[src/verilog/dsc_map.svh]
`ifndef DSC_MAP_SVH
`define DSC_MAP_SVH
// program request word fields
`define DSC_CMD_XMIT 15
`define DSC_CMD_RSV_HI 13
`define DSC_CMD_RSV_LO 6
`define DSC_CMD_SEL1 4
`define DSC_CMD_PST1 2
`define DSC_CMD_WR1 0
// setup word fields
`define DSC_CFG_LED 15
`define DSC_CFG_SWAP 14
`define DSC_CFG_RATE_HI 13
`define DSC_CFG_RATE_LO 12
`define DSC_CFG_VEL 11
`define DSC_CFG_DIR 10
`define DSC_CFG_GRAY 9
`define DSC_CFG_NEG 8
`define DSC_CFG_FN_HI 7
`define DSC_CFG_FN_LO 4
`define DSC_CFG_LAY_HI 3
`define DSC_CFG_LAY_LO 0
`define DSC_CFG_RESET 16'h0000
// input function codes
`define DSC_FN_GP 4'h0
`define DSC_FN_PST_R 4'h1
`define DSC_FN_PST_F 4'h2
`define DSC_FN_PST_B 4'h3
`define DSC_FN_CAP_R 4'h4
`define DSC_FN_CAP_F 4'h5
`define DSC_FN_CAP_B 4'h6
// data layout codes
`define DSC_LAY_DV_RAW 4'h0
`define DSC_LAY_DV_VEL 4'h1
`define DSC_LAY_VEL_RAW 4'h2
`define DSC_LAY_DV_CAP 4'h3
`define DSC_LAY_VEL_CAP 4'h4
// timing
`define DSC_CLK_HZ 20000000
`define DSC_VEL_SLOW_MS 160
`define DSC_VEL_FAST_MS 24
`endif

[src/verilog/dsc_pkg.sv]
package dsc_pkg;
    typedef enum logic [1:0] {
        DSC_IDLE = 2'b01,
        DSC_ACK  = 2'b10
    } dsc_state_e;
    typedef logic [31:0] dsc_word_t;
endpackage

[src/verilog/dsc_cmd_cfg.sv]
`timescale 1ns/1ps
`default_nettype none
`include "dsc_map.svh"
module dsc_cmd_cfg #(
    parameter int VEL_SLOW_CYC =
        `DSC_VEL_SLOW_MS * (`DSC_CLK_HZ / 1000),
    parameter int VEL_FAST_CYC =
        `DSC_VEL_FAST_MS * (`DSC_CLK_HZ / 1000)
) (
    input  wire logic        I_CLOCK,
    input  wire logic        I_NRST,
    input  wire logic [15:0] I_CMD,
    input  wire logic [15:0] I_CH1_CFG,
    input  wire logic [15:0] I_CH2_CFG,
    input  wire logic [31:0] I_CH1_PRESET,
    input  wire logic [31:0] I_CH2_PRESET,
    input  wire logic [31:0] I_CH1_ENC,
    input  wire logic [31:0] I_CH2_ENC,
    input  wire logic        I_CH1_IN,
    input  wire logic        I_CH2_IN,
    input  wire logic        I_PROTO_HIGH_FIRST,
    output logic             O_ACK,
    output logic [31:0]      O_CH1_VALUE1,
    output logic [31:0]      O_CH1_VALUE2,
    output logic [31:0]      O_CH2_VALUE1,
    output logic [31:0]      O_CH2_VALUE2,
    output logic             O_CH1_CMD_ERR,
    output logic             O_CH2_CMD_ERR,
    output logic             O_CH1_CFG_ERR,
    output logic             O_CH2_CFG_ERR,
    output logic             O_CH1_CAPTURED,
    output logic             O_CH2_CAPTURED,
    output logic             O_CH1_IN_STATE,
    output logic             O_CH2_IN_STATE,
    output logic             O_CH1_LED_OFF,
    output logic             O_CH2_LED_OFF,
    output logic [1:0]       O_CH1_CLK_RATE,
    output logic [1:0]       O_CH2_CLK_RATE
);
    // gray to binary conversion
    function automatic dsc_pkg::dsc_word_t g2b(
        input dsc_pkg::dsc_word_t g);
        dsc_pkg::dsc_word_t b;
        b[31] = g[31];
        for (int i = 30; i >= 0; i--) begin
            b[i] = b[i+1] ^ g[i];
        end
        return b;
    endfunction

    // polarity, code and direction of one encoder word
    function automatic dsc_pkg::dsc_word_t enc_decode(
        input logic [15:0]        f,
        input dsc_pkg::dsc_word_t e);
        dsc_pkg::dsc_word_t r;
        r = f[`DSC_CFG_NEG] ? ~e : e;
        if (f[`DSC_CFG_GRAY]) begin
            r = g2b(r);
        end
        return f[`DSC_CFG_DIR] ? -r : r;
    endfunction

    // reserved code checks
    function automatic logic fn_bad(input logic [3:0] f);
        return f > `DSC_FN_CAP_B;
    endfunction
    function automatic logic lay_bad(input logic [3:0] l);
        return l > `DSC_LAY_VEL_CAP;
    endfunction

    dsc_pkg::dsc_state_e state;
    dsc_pkg::dsc_state_e next_state;
    logic                xmit_prev;
    logic                next_xmit_prev;
    logic                ack;
    logic                next_ack;
    logic                accept;
    logic                cmd_ok;
    logic                xmit;

    assign xmit = I_CMD[`DSC_CMD_XMIT];

    // handshake: take data on transmit rise only
    always_comb begin
        next_xmit_prev = xmit;
        next_state = state;
        next_ack = ack;
        accept = 1'b0;
        unique case (state)
            dsc_pkg::DSC_IDLE: begin
                if (xmit && !xmit_prev) begin
                    accept = 1'b1;
                    next_state = dsc_pkg::DSC_ACK;
                    next_ack = 1'b1;
                end
            end
            dsc_pkg::DSC_ACK: begin
                if (!xmit) begin
                    next_state = dsc_pkg::DSC_IDLE;
                    next_ack = 1'b0;
                end
            end
        endcase
        cmd_ok = accept &&
            (I_CMD[`DSC_CMD_RSV_HI:`DSC_CMD_RSV_LO] == '0);
    end

    always_ff @(posedge I_CLOCK or negedge I_NRST) begin
        if (!I_NRST) begin
            state <= dsc_pkg::DSC_IDLE;
            xmit_prev <= 1'b0;
            ack <= 1'b0;
        end else begin
            state <= next_state;
            xmit_prev <= next_xmit_prev;
            ack <= next_ack;
        end
    end

    assign O_ACK = ack;

    // per channel setup, data path and status
    for (genvar c = 0; c < 2; c++) begin : ch
        logic [15:0] cfg_in;
        logic [31:0] pst_in;
        logic [31:0] enc_in;
        logic        in_pin;
        logic        wr;
        logic        pst;
        logic        sel;
        logic        cfg_bad;
        logic [15:0] cfg;
        logic [15:0] next_cfg;
        logic [3:0]  lay;
        logic [3:0]  next_lay;
        logic [31:0] preset;
        logic [31:0] next_preset;
        logic [31:0] offset;
        logic [31:0] next_offset;
        logic [31:0] pos;
        logic [31:0] dval;
        logic [31:0] cap;
        logic [31:0] next_cap;
        logic        captured;
        logic        next_captured;
        logic        in_prev;
        logic [31:0] vel;
        logic [31:0] next_vel;
        logic [31:0] vel_ref;
        logic [31:0] next_vel_ref;
        logic [31:0] vel_cnt;
        logic [31:0] next_vel_cnt;
        logic        cmd_err;
        logic        next_cmd_err;
        logic        cfg_err;
        logic        next_cfg_err;
        logic [31:0] val1;
        logic [31:0] next_val1;
        logic [31:0] val2;
        logic [31:0] next_val2;
        logic [31:0] w1;
        logic [31:0] w2;
        logic        rise;
        logic        fall;
        logic        hi_first;
        logic [31:0] lim;

        assign cfg_in = (c == 0) ? I_CH1_CFG : I_CH2_CFG;
        assign pst_in = (c == 0) ? I_CH1_PRESET : I_CH2_PRESET;
        assign enc_in = (c == 0) ? I_CH1_ENC : I_CH2_ENC;
        assign in_pin = (c == 0) ? I_CH1_IN : I_CH2_IN;
        assign wr  = I_CMD[`DSC_CMD_WR1 + c];
        assign pst = I_CMD[`DSC_CMD_PST1 + c];
        assign sel = I_CMD[`DSC_CMD_SEL1 + c];
        assign cfg_bad =
            fn_bad(cfg_in[`DSC_CFG_FN_HI:`DSC_CFG_FN_LO]) ||
            lay_bad(cfg_in[`DSC_CFG_LAY_HI:`DSC_CFG_LAY_LO]);
        assign rise = in_pin && !in_prev;
        assign fall = !in_pin && in_prev;

        // encoder word decoding
        always_comb begin
            pos = enc_decode(cfg, enc_in);
            dval = pos + offset;
        end

        // programming, edges, capture and velocity
        always_comb begin
            next_cfg = cfg;
            next_lay = lay;
            next_preset = preset;
            next_offset = offset;
            next_cap = cap;
            next_captured = captured;
            next_cmd_err = cmd_err;
            next_cfg_err = cfg_err;
            next_vel = vel;
            next_vel_ref = vel_ref;
            next_vel_cnt = vel_cnt + 32'h1;
            // a capture in the same cycle outweighs the clear
            if (accept) begin
                next_captured = 1'b0;
            end
            // discrete input functions
            unique case (cfg[`DSC_CFG_FN_HI:`DSC_CFG_FN_LO])
                `DSC_FN_PST_R: if (rise) begin
                    next_offset = preset - pos;
                end
                `DSC_FN_PST_F: if (fall) begin
                    next_offset = preset - pos;
                end
                `DSC_FN_PST_B: if (rise || fall) begin
                    next_offset = preset - pos;
                end
                `DSC_FN_CAP_R: if (rise && !captured) begin
                    next_cap = dval;
                    next_captured = 1'b1;
                end
                `DSC_FN_CAP_F: if (fall && !captured) begin
                    next_cap = dval;
                    next_captured = 1'b1;
                end
                `DSC_FN_CAP_B:
                    if ((rise || fall) && !captured) begin
                        next_cap = dval;
                        next_captured = 1'b1;
                    end
                default: ;
            endcase
            // velocity sampling period
            if (vel_cnt >= lim - 32'h1) begin
                next_vel = dval - vel_ref;
                next_vel_ref = dval;
                next_vel_cnt = '0;
            end
            if (accept) begin
                next_cmd_err = !cmd_ok;
            end
            if (cmd_ok) begin
                if (wr) begin
                    next_cfg_err = cfg_bad;
                end
                if (wr && !cfg_bad) begin
                    next_cfg = cfg_in;
                    next_preset = pst_in;
                end
                if (pst) begin
                    // new preset first, decoded under the new setup
                    if (wr && !cfg_bad) begin
                        next_offset = pst_in
                            - enc_decode(cfg_in, enc_in);
                    end else begin
                        next_offset = preset - pos;
                    end
                end
                if (sel) begin
                    if (lay_bad(cfg_in[`DSC_CFG_LAY_HI:
                        `DSC_CFG_LAY_LO])) begin
                        next_cfg_err = 1'b1;
                    end else begin
                        next_lay = cfg_in[`DSC_CFG_LAY_HI:
                            `DSC_CFG_LAY_LO];
                    end
                end
            end
        end

        assign lim = cfg[`DSC_CFG_VEL] ?
            VEL_FAST_CYC : VEL_SLOW_CYC;

        // reported value selection
        always_comb begin
            w1 = dval;
            w2 = enc_in;
            unique case (lay)
                `DSC_LAY_DV_RAW: begin
                    w1 = dval;
                    w2 = enc_in;
                end
                `DSC_LAY_DV_VEL: begin
                    w1 = dval;
                    w2 = vel;
                end
                `DSC_LAY_VEL_RAW: begin
                    w1 = vel;
                    w2 = enc_in;
                end
                `DSC_LAY_DV_CAP: begin
                    w1 = dval;
                    w2 = cap;
                end
                `DSC_LAY_VEL_CAP: begin
                    w1 = vel;
                    w2 = cap;
                end
                default: ;
            endcase
            hi_first = I_PROTO_HIGH_FIRST ^
                cfg[`DSC_CFG_SWAP];
            next_val1 = hi_first ? {w1[15:0], w1[31:16]} : w1;
            next_val2 = hi_first ? {w2[15:0], w2[31:16]} : w2;
        end

        always_ff @(posedge I_CLOCK or negedge I_NRST) begin
            if (!I_NRST) begin
                cfg <= `DSC_CFG_RESET;
                lay <= `DSC_LAY_DV_RAW;
                preset <= '0;
                offset <= '0;
                cap <= '0;
                captured <= 1'b0;
                in_prev <= 1'b0;
                vel <= '0;
                vel_ref <= '0;
                vel_cnt <= '0;
                cmd_err <= 1'b0;
                cfg_err <= 1'b0;
                val1 <= '0;
                val2 <= '0;
            end else begin
                cfg <= next_cfg;
                lay <= next_lay;
                preset <= next_preset;
                offset <= next_offset;
                cap <= next_cap;
                captured <= next_captured;
                in_prev <= in_pin;
                vel <= next_vel;
                vel_ref <= next_vel_ref;
                vel_cnt <= next_vel_cnt;
                cmd_err <= next_cmd_err;
                cfg_err <= next_cfg_err;
                val1 <= next_val1;
                val2 <= next_val2;
            end
        end
    end

    // outputs straight from channel flops
    assign O_CH1_VALUE1 = ch[0].val1;
    assign O_CH1_VALUE2 = ch[0].val2;
    assign O_CH2_VALUE1 = ch[1].val1;
    assign O_CH2_VALUE2 = ch[1].val2;
    assign O_CH1_CMD_ERR = ch[0].cmd_err;
    assign O_CH2_CMD_ERR = ch[1].cmd_err;
    assign O_CH1_CFG_ERR = ch[0].cfg_err;
    assign O_CH2_CFG_ERR = ch[1].cfg_err;
    assign O_CH1_CAPTURED = ch[0].captured;
    assign O_CH2_CAPTURED = ch[1].captured;
    assign O_CH1_IN_STATE = ch[0].in_prev;
    assign O_CH2_IN_STATE = ch[1].in_prev;
    assign O_CH1_LED_OFF = ch[0].cfg[`DSC_CFG_LED];
    assign O_CH2_LED_OFF = ch[1].cfg[`DSC_CFG_LED];
    assign O_CH1_CLK_RATE =
        ch[0].cfg[`DSC_CFG_RATE_HI:`DSC_CFG_RATE_LO];
    assign O_CH2_CLK_RATE =
        ch[1].cfg[`DSC_CFG_RATE_HI:`DSC_CFG_RATE_LO];
endmodule
`default_nettype wire

[config.mk]
export PLATFORM = sky130hd
export DESIGN_NAME = dsc_cmd_cfg
export DESIGN_NICKNAME = d
export VERILOG_FILES = /design/src/verilog/dsc_pkg.sv /design/src/verilog/dsc_cmd_cfg.sv
export VERILOG_INCLUDE_DIRS = /design/src /design/src/verilog
export SDC_FILE = /design/constraint.sdc
export NUM_CORES = 2
export LEC_CHECK = 0
export BUFFER_PORTS_ARGS = -buffer_cell sky130_fd_sc_hd__buf_2
export CORE_ASPECT_RATIO = 2
export CORE_MARGIN = 2
export CORE_UTILIZATION = 40
export CTS_BUF_LIST = sky130_fd_sc_hd__clkbuf_8
export DETAILED_ROUTE_END_ITERATION = 8
export GPL_TIMING_DRIVEN = 0
export SYNTH_ARGS = -nofsm -noshare
export SYNTH_HDL_FRONTEND = slang
export SYNTH_SLANG_ARGS = --single-unit
[constraint.sdc]
create_clock -name I_CLOCK -period 9.1 [get_ports I_CLOCK]
set_input_delay 0.455 -clock I_CLOCK [delete_from_list [all_inputs] [get_ports I_CLOCK]]
set_output_delay 0.455 -clock I_CLOCK [all_outputs]
set_load 0.02 [all_outputs]
---- Yosys cells after proc, flatten, opt, wreduce, memory -nomap -nowiden ----
Index checks and enable logic that the tools add are counted.
cells by class
  add/subtract/negate cells ............... 16
  magnitude comparators ................... 6
  equality and inequality tests ........... 30
  muxes and demuxes ....................... 76
  bitwise operators ....................... 130
  reductions and logical operators ........ 42
operators with widths
  cell                   number
  $mux 32                40
  $pmux 32 s3            4
  $sub 32x32->32         6
  $neg 32->32            4
  $pmux 32 s2            2
  $xor 1x1->1            126
  $mux 31                4
  $add 32x1->32 const B  2
  $add 32x32->32         2
  $ge 32x32->1           2
  $not 32->32            2
  $sub 32x1->32 const B  2
  $mux 22                2
  $eq 4x2->1 const B     8
  $eq 4x3->1 const B     8
  $mux 1                 18
  $eq 4x1->1 const B     4
  $gt 4x3->1 const B     4
  $ne 2x2->1 const B     8
  $logic_and 1x1->1      14
  $logic_not 1->1        10
  $logic_not 8->1        1
  $reduce_and 4->1       2
  $reduce_or 2->1        4
  11 further kinds       21
storage, ports and cells
  bits in registers ....................... 563
  input bits .............................. 181
  output and inout port bits .............. 143
  word-level logic and storage cells ...... 330

---- Longest topological paths before layout ----
  depth in word-level cells ............... 43
  depth in mapped cells ................... 43
  mapped depth without buffers ............ 41

---- Worst setup path after synthesis ----
OpenSTA, ideal clock, no wires.
  path type ............................... input to register
  from .................................... input I_CH1_ENC[30]
  to ...................................... register ch[0].vel[31]
  library setup time ...................... 0.134 ns
  data arrival time ....................... 8.634 ns
  required time ........................... 8.966 ns
  path slack .............................. 0.332 ns
  stages .................................. 43
  path buffers ............................ 2
  cells stage by stage .................... buf_4 -> xor3_4 -> xor2_4 -> xnor3_1 -> xnor3_2 -> xnor3_1 -> nand2_1 -> xor2_1 -> nor2_1 -> a21oi_1 -> or3b_2 -> o211ai_1 -> o21ai_0 -> ha_1 -> o21ai_0 -> a21boi_0 -> o21ai_0 -> a21boi_0 -> (+7 left out) -> a21oi_1 -> xnor2_1 -> ha_1 -> inv_1 -> o21ai_0 -> nand2_1 -> nand2_1 -> nand2_1 -> nand3b_1 -> o31ai_1 -> a21oi_1 -> a21oi_1 -> clkbuf_1 -> nor3_1 -> a311oi_1 -> o211ai_1 -> a22oi_1 -> o21ai_0
between the ends
  cells in the longest elaborated chain, start to end .. 38
RTL lines
  what                          RTL line            RTL
  start, declared               dsc_cmd_cfg.sv:17   input wire logic [31:0] I_CH1_ENC,
  $not 32->32                   dsc_cmd_cfg.sv:56   r = f[`DSC_CFG_NEG] ? ~e : e;
  $mux 32 *                     dsc_cmd_cfg.sv:56
  $xor 1x1->1 * (13 in series)  dsc_cmd_cfg.sv:46   b[i] = b[i+1] ^ g[i];
  $xor 1x1->1 (18 in series)    dsc_cmd_cfg.sv:46
  $mux 31 *                     dsc_cmd_cfg.sv:57   if (f[`DSC_CFG_GRAY]) begin
  $neg 32->32                   dsc_cmd_cfg.sv:60   return f[`DSC_CFG_DIR] ? -r : r;
  $mux 32 *                     dsc_cmd_cfg.sv:60
  $add 32x32->32 *              dsc_cmd_cfg.sv:184  dval = pos + offset;
  net ch[0].dval[18]            dsc_cmd_cfg.sv:141  logic [31:0] dval;
  $sub 32x32->32 *              dsc_cmd_cfg.sv:232  next_vel = dval - vel_ref;
  end signal, assigned          dsc_cmd_cfg.sv:328  vel <= next_vel;
  end, declared                 dsc_cmd_cfg.sv:147  logic [31:0] vel;
The timed path passes the listed nets; every way through them passes the cells marked *.
A chain may end at the register's enable or synchronous reset.

---- Worst setup path in the final report ----
  from .................................... input I_CH1_ENC[30]
  to ...................................... register ch[0].vel[31]
between the ends
  cells in the longest elaborated chain, start to end .. 38
RTL lines
  what                         RTL line
  $not 32->32                  dsc_cmd_cfg.sv:56
  $mux 32 *                    dsc_cmd_cfg.sv:56
  $xor 1x1->1 * (6 in series)  dsc_cmd_cfg.sv:46
  $xor 1x1->1 (25 in series)   dsc_cmd_cfg.sv:46
  $mux 31 *                    dsc_cmd_cfg.sv:57
  $neg 32->32                  dsc_cmd_cfg.sv:60
  $mux 32 *                    dsc_cmd_cfg.sv:60
  $add 32x32->32 *             dsc_cmd_cfg.sv:184
  net ch[0].dval[25]           dsc_cmd_cfg.sv:141
  $sub 32x32->32 *             dsc_cmd_cfg.sv:232
Marked as above.

==> metrics.log <==
INFO  metric crit_slowest_cell = sky130_fd_sc_hd__xor3_4
INFO  metric drive_gt1_share = roughly an eighth
INFO  metric max_cap_violations = 0
INFO  metric period_share = 96.8%
INFO  metric initial_util = between 40% and 50%
INFO  metric grt_first_pass_wirelength = around 230,000 um
INFO  metric cp_slowest_stage_delay = roughly 0.63 ns
INFO  metric clock_path_buffers = 3
INFO  metric critPathBufInv = 4
INFO  metric routed_wire_length_per_instance = between 20 and 25 um
INFO  metric detailedRoute.firstPassIterationCount = 9
INFO  metric layout_commonest_cell = sky130_fd_sc_hd__dfrtp_1
INFO  metric last_weighted_congestion_value_of_the_routability_driven_placer = 0.962
INFO  metric critical-path-top-cell-by-count = sky130_fd_sc_hd__buf_4
INFO  metric route.vias.total = about 39,000
INFO  metric critPathRequiredTime = roughly 9.8 ns
INFO  metric floorplan.die_area = 111,000 um^2
INFO  metric number_of_flip_flops_and_latches_in_the_synthesized_netlist = around 550
INFO  metric max_slew.worst_pin.slew = 1.22 ns
INFO  metric cpLargestDelayFamily = simple AND/OR/NAND/NOR gates
INFO  metric layout_common_cells = sky130_fd_sc_hd__dfrtp_1, sky130_fd_sc_hd__nand2_1, sky130_fd_sc_hd__nor2_1
INFO  metric postLayoutSetupSlackWorst = 0.291 ns
INFO  metric synth-warning-count = 0
INFO  metric first_iter_violations = around 3,500
INFO  metric numClockSinks = around 550
INFO  metric synth_sequential_area_ratio = between 30% and 40%
INFO  metric use_met3 = between 3 and 4%
INFO  metric final.setup.tns = 0 ns
INFO  metric most_congested_layer_reported_by_global_routing = met2
INFO  metric total_leakage_power = roughly 0.023 uW
INFO  metric post-layout-total-power = ~8600 uW
INFO  metric startpoint_type = input pin
INFO  metric final_area = roughly 50,000 um^2
INFO  metric grt.met1_usage = 37.7%
INFO  metric total_wirelength_of_the_detailed_routed_design = around 150,000 um
INFO  metric remaining_antenna_violation_count_after_routing = 0
INFO  metric clock_latency_reported_for_the_late_side_of_the_worst_skew_pair = ~0.83 ns
INFO  metric power-per-cell-area = 172 nW/um^2
INFO  metric fin_hold_ws = between 0.08 and 0.09 ns
INFO  metric globalRouteOverflowTotal = 0
INFO  metric placement.cell_area = about 47,000 um^2
INFO  metric synth_cells = roughly 5,000
INFO  metric worstSetupEndpointType = flop
INFO  metric ys.flop_type = sky130_fd_sc_hd__dfrtp_1
INFO  metric synthesis_to_layout_area_growth = 15.2%
INFO  metric clock.fmax = around 0.11 GHz
INFO  metric setup_repair_after_global_routing_missed_its_margin = yes
INFO  metric ctsRootBufferMaster = sky130_fd_sc_hd__clkbuf_8
INFO  metric postSynthAreaPerCell = slightly below 9 um^2
INFO  metric asyncSetResetFlopFracSynth = between 90% and 100%
INFO  metric gr-usage-met2 = 42.3%
INFO  metric min_period = 8.81 ns
INFO  metric rows = 171
INFO  metric cts_tree = done
INFO  metric cts_max_level = 3
INFO  metric die_height = ~470 um
INFO  metric fin_worst_skew = about 0.048 ns
INFO  metric clock_pin_slew_worst_setup_and_hold_paths = approximately 0.070 ns
INFO  metric post_drt_via_cell_ratio = between 5 and 6
INFO  metric slew_headroom = 18.7%
INFO  metric placement.setup.worst_slack = -1.60 ns
INFO  metric vias_in_the_first_global_route = about 38,000
INFO  metric final_hold_viol_count = 0
INFO  metric initial_antenna_violation_count = 4
INFO  metric hpwlAfterDp = approximately 120,000 um
INFO  metric critPathKind = in2reg
INFO  metric hold_path_class = in2reg
INFO  metric numPortBuffers = about 280
INFO  metric number_of_distinct_library_cells_after_synthesis = between 90 and 100
INFO  metric ioPinCount = around 320
INFO  metric die_x = approximately 240 um
INFO  metric finalSetupViolCount = 0
INFO  metric total_drc_errors_in_the_routed_layout = 0
INFO  metric maxSlewViolCount = 0
INFO  metric gr-usage-all-layers = between 20% and 30%
INFO  metric synth.cell_area = around 43,000 um^2
INFO  metric outcome = complete, no violations
INFO  metric number_of_enable_flip_flop_cells_after_synthesis = 0
INFO  metric cp_data_arrival_time = approximately 9.5 ns
INFO  metric cts_buffers = 90
INFO  metric final_net_count = between 5,000 and 6,000
INFO  metric pin_count_of_the_biggest_net_entering_global_routing = roughly 120
INFO  metric std_cell_core_area = 108,000 um^2
INFO  metric critical_path_peak_fanout = 10
INFO  metric vdd.ir_drop.worst = about 160 uV
==> metal layers <==
layer,vias up,routed length [um]
met5,-,28
met3,268,10600
met4,4,6230
met2,1561,67500
met1,18903,69100
li1,18486,-
==> worst paths after layout <==
kind / end / cells past startpoint / slack, ns / from
max: ch[0].vel[31]$_DFFE_PN0N_ / 39 / 0.29 / I_CH1_ENC[30]
min: ch[1].offset[26]$_DFF_PN0_ / 3 / 0.08 / I_CMD[3]
max reg2reg: ch[0].vel[31]$_DFFE_PN0N_ / 37 / 0.30 / ch[0].cfg[8]$_DFFE_PN0P_
min reg2reg: ch[1].preset[0]$_DFFE_PN0P_ / 2 / 0.48 / ch[1].preset[0]$_DFFE_PN0P_
max in group asynchronous: O_CH1_VALUE1[21]$_DFF_PN0_ / 4 / 7.10 / I_NRST
min in group asynchronous: O_CH2_VALUE2[1]$_DFF_PN0_ / 2 / 0.30 / I_NRST
==> timing repair <==
action,CTS,global route
endpoints found under the setup margin,18,12
hold buffers,95,0
buffers inserted,0,10
resized for setup,24,49
hold endpoints to repair,195,0
pin swaps,2,7
==> per-stage QoR <==
stage / std cells / utilization [%]
2_1_floorplan: 4999 / -
3_3_place_gp: 6661 / 43.1
3_5_place_dp: 6667 / 43.3
4_1_cts: 6928 / 46.1
5_1_grt: 6938 / 46.3
6_report: 6941 / 46.3
==> state kept, by name, indices dropped and copies added, names as in the netlist, 2 cells and up <==
register,cells
O_CH1_VALUE1,32
ch.vel_ref,64
ch.vel_cnt,64
ch.cfg,24
O_CH2_VALUE2,32
ch.offset,64
O_CH2_VALUE1,32
ch.preset,64
state,2
O_CH1_VALUE2,32
ch.lay,8
ch.vel,64
ch.cap,64
==> cells in the mapped netlist, types with 9 or more instances <==
master                        n  share of area, %
sky130_fd_sc_hd__o211ai_1    26              0.45
sky130_fd_sc_hd__o2111ai_1    9              0.18
sky130_fd_sc_hd__nor2b_1     52              0.75
sky130_fd_sc_hd__a21boi_0    31              0.54
sky130_fd_sc_hd__o41ai_1     13              0.26
sky130_fd_sc_hd__a211o_1     10              0.20
sky130_fd_sc_hd__o21ai_0    336               3.9
sky130_fd_sc_hd__mux2i_1    180               4.2
sky130_fd_sc_hd__or3_1       31              0.45
sky130_fd_sc_hd__a21oi_1    388               4.5
sky130_fd_sc_hd__dfrtp_1    553                32
sky130_fd_sc_hd__nand3_1     78              0.90
sky130_fd_sc_hd__clkbuf_1   212               1.8
sky130_fd_sc_hd__mux4_2      10              0.52
sky130_fd_sc_hd__nand4_1     28              0.40
sky130_fd_sc_hd__a31oi_1     45              0.65
sky130_fd_sc_hd__ha_1       271               7.8
sky130_fd_sc_hd__xnor2_1    404               8.2
sky130_fd_sc_hd__or2_2       21              0.30
sky130_fd_sc_hd__mux2_2     146               3.8
sky130_fd_sc_hd__nor3b_1     11              0.19
sky130_fd_sc_hd__xor2_1     232               4.7
sky130_fd_sc_hd__a211oi_1    50              0.86
sky130_fd_sc_hd__o21a_1      39              0.67
sky130_fd_sc_hd__xnor3_1     15              0.78
sky130_fd_sc_hd__or4_1       13              0.22
sky130_fd_sc_hd__o31ai_1     29              0.50
sky130_fd_sc_hd__a222oi_1    64               1.5
sky130_fd_sc_hd__and3_1      40              0.58
sky130_fd_sc_hd__nor4_1      19              0.27
sky130_fd_sc_hd__nand2b_1    67              0.97
sky130_fd_sc_hd__buf_2       10              0.12
sky130_fd_sc_hd__inv_1      233               2.0
sky130_fd_sc_hd__nand2_1    492               4.3
sky130_fd_sc_hd__o21bai_1    31              0.54
sky130_fd_sc_hd__and2_1      28              0.40
sky130_fd_sc_hd__o22ai_1     11              0.16
sky130_fd_sc_hd__nor3_1      87               1.0
sky130_fd_sc_hd__buf_1       34              0.29
sky130_fd_sc_hd__nor2_1     419               3.6
sky130_fd_sc_hd__a21o_1      71               1.2
==> area by class of cell <==
| cell class | instances | area [um^2] |
|---|---|---|
| diodes | 4 | 10.0 |
| plain buffers | 263 | 1060 |
| clock buffers | 117 | 1610 |
| clock inverters | 50 | 422 |
| fillers | 10656 | 58100 |
| inverters | 237 | 890 |
| multi-input cells | 3943 | 27800 |
| flip-flops and latches | 554 | 13900 |
| well taps | 1384 | 1730 |
| repair buffers | 389 | 2550 |
==> power breakdown <==
part	total [uW]	internal [uW]	switching (uW)
registers	2690	2600	95.6
clock network	2500	1330	1160
logic	3400	1390	2010
total	8590	5320	3270
==> logic make-up (layout without fill, tap and decap cells) <==
group	Yosys count	count (layout)	share of synthesized area, %
xor+xnor	664	664	14.3
simple gates	1426	1426	15.2
flops	554	554	31.9
fa+ha+maj	279	279	8.18
mux	336	336	8.46
buf+inv	502	1056	4.44
other cells	1	22	0.00864
compound gates	1220	1220	17.5
==> worst register-to-register path: cells and delay by family, from the launching register on <==
family,cells,cell delay [ns]
and+or+nand+nor,14,3.06
AOI/OAI and AO/OA,11,2.16
xor gates and xnor gates,8,1.98
adders and majority gates,2,0.74
DFF,1,0.49
buffers and inverters,2,0.30
Power figures use the tool's default switching activity.
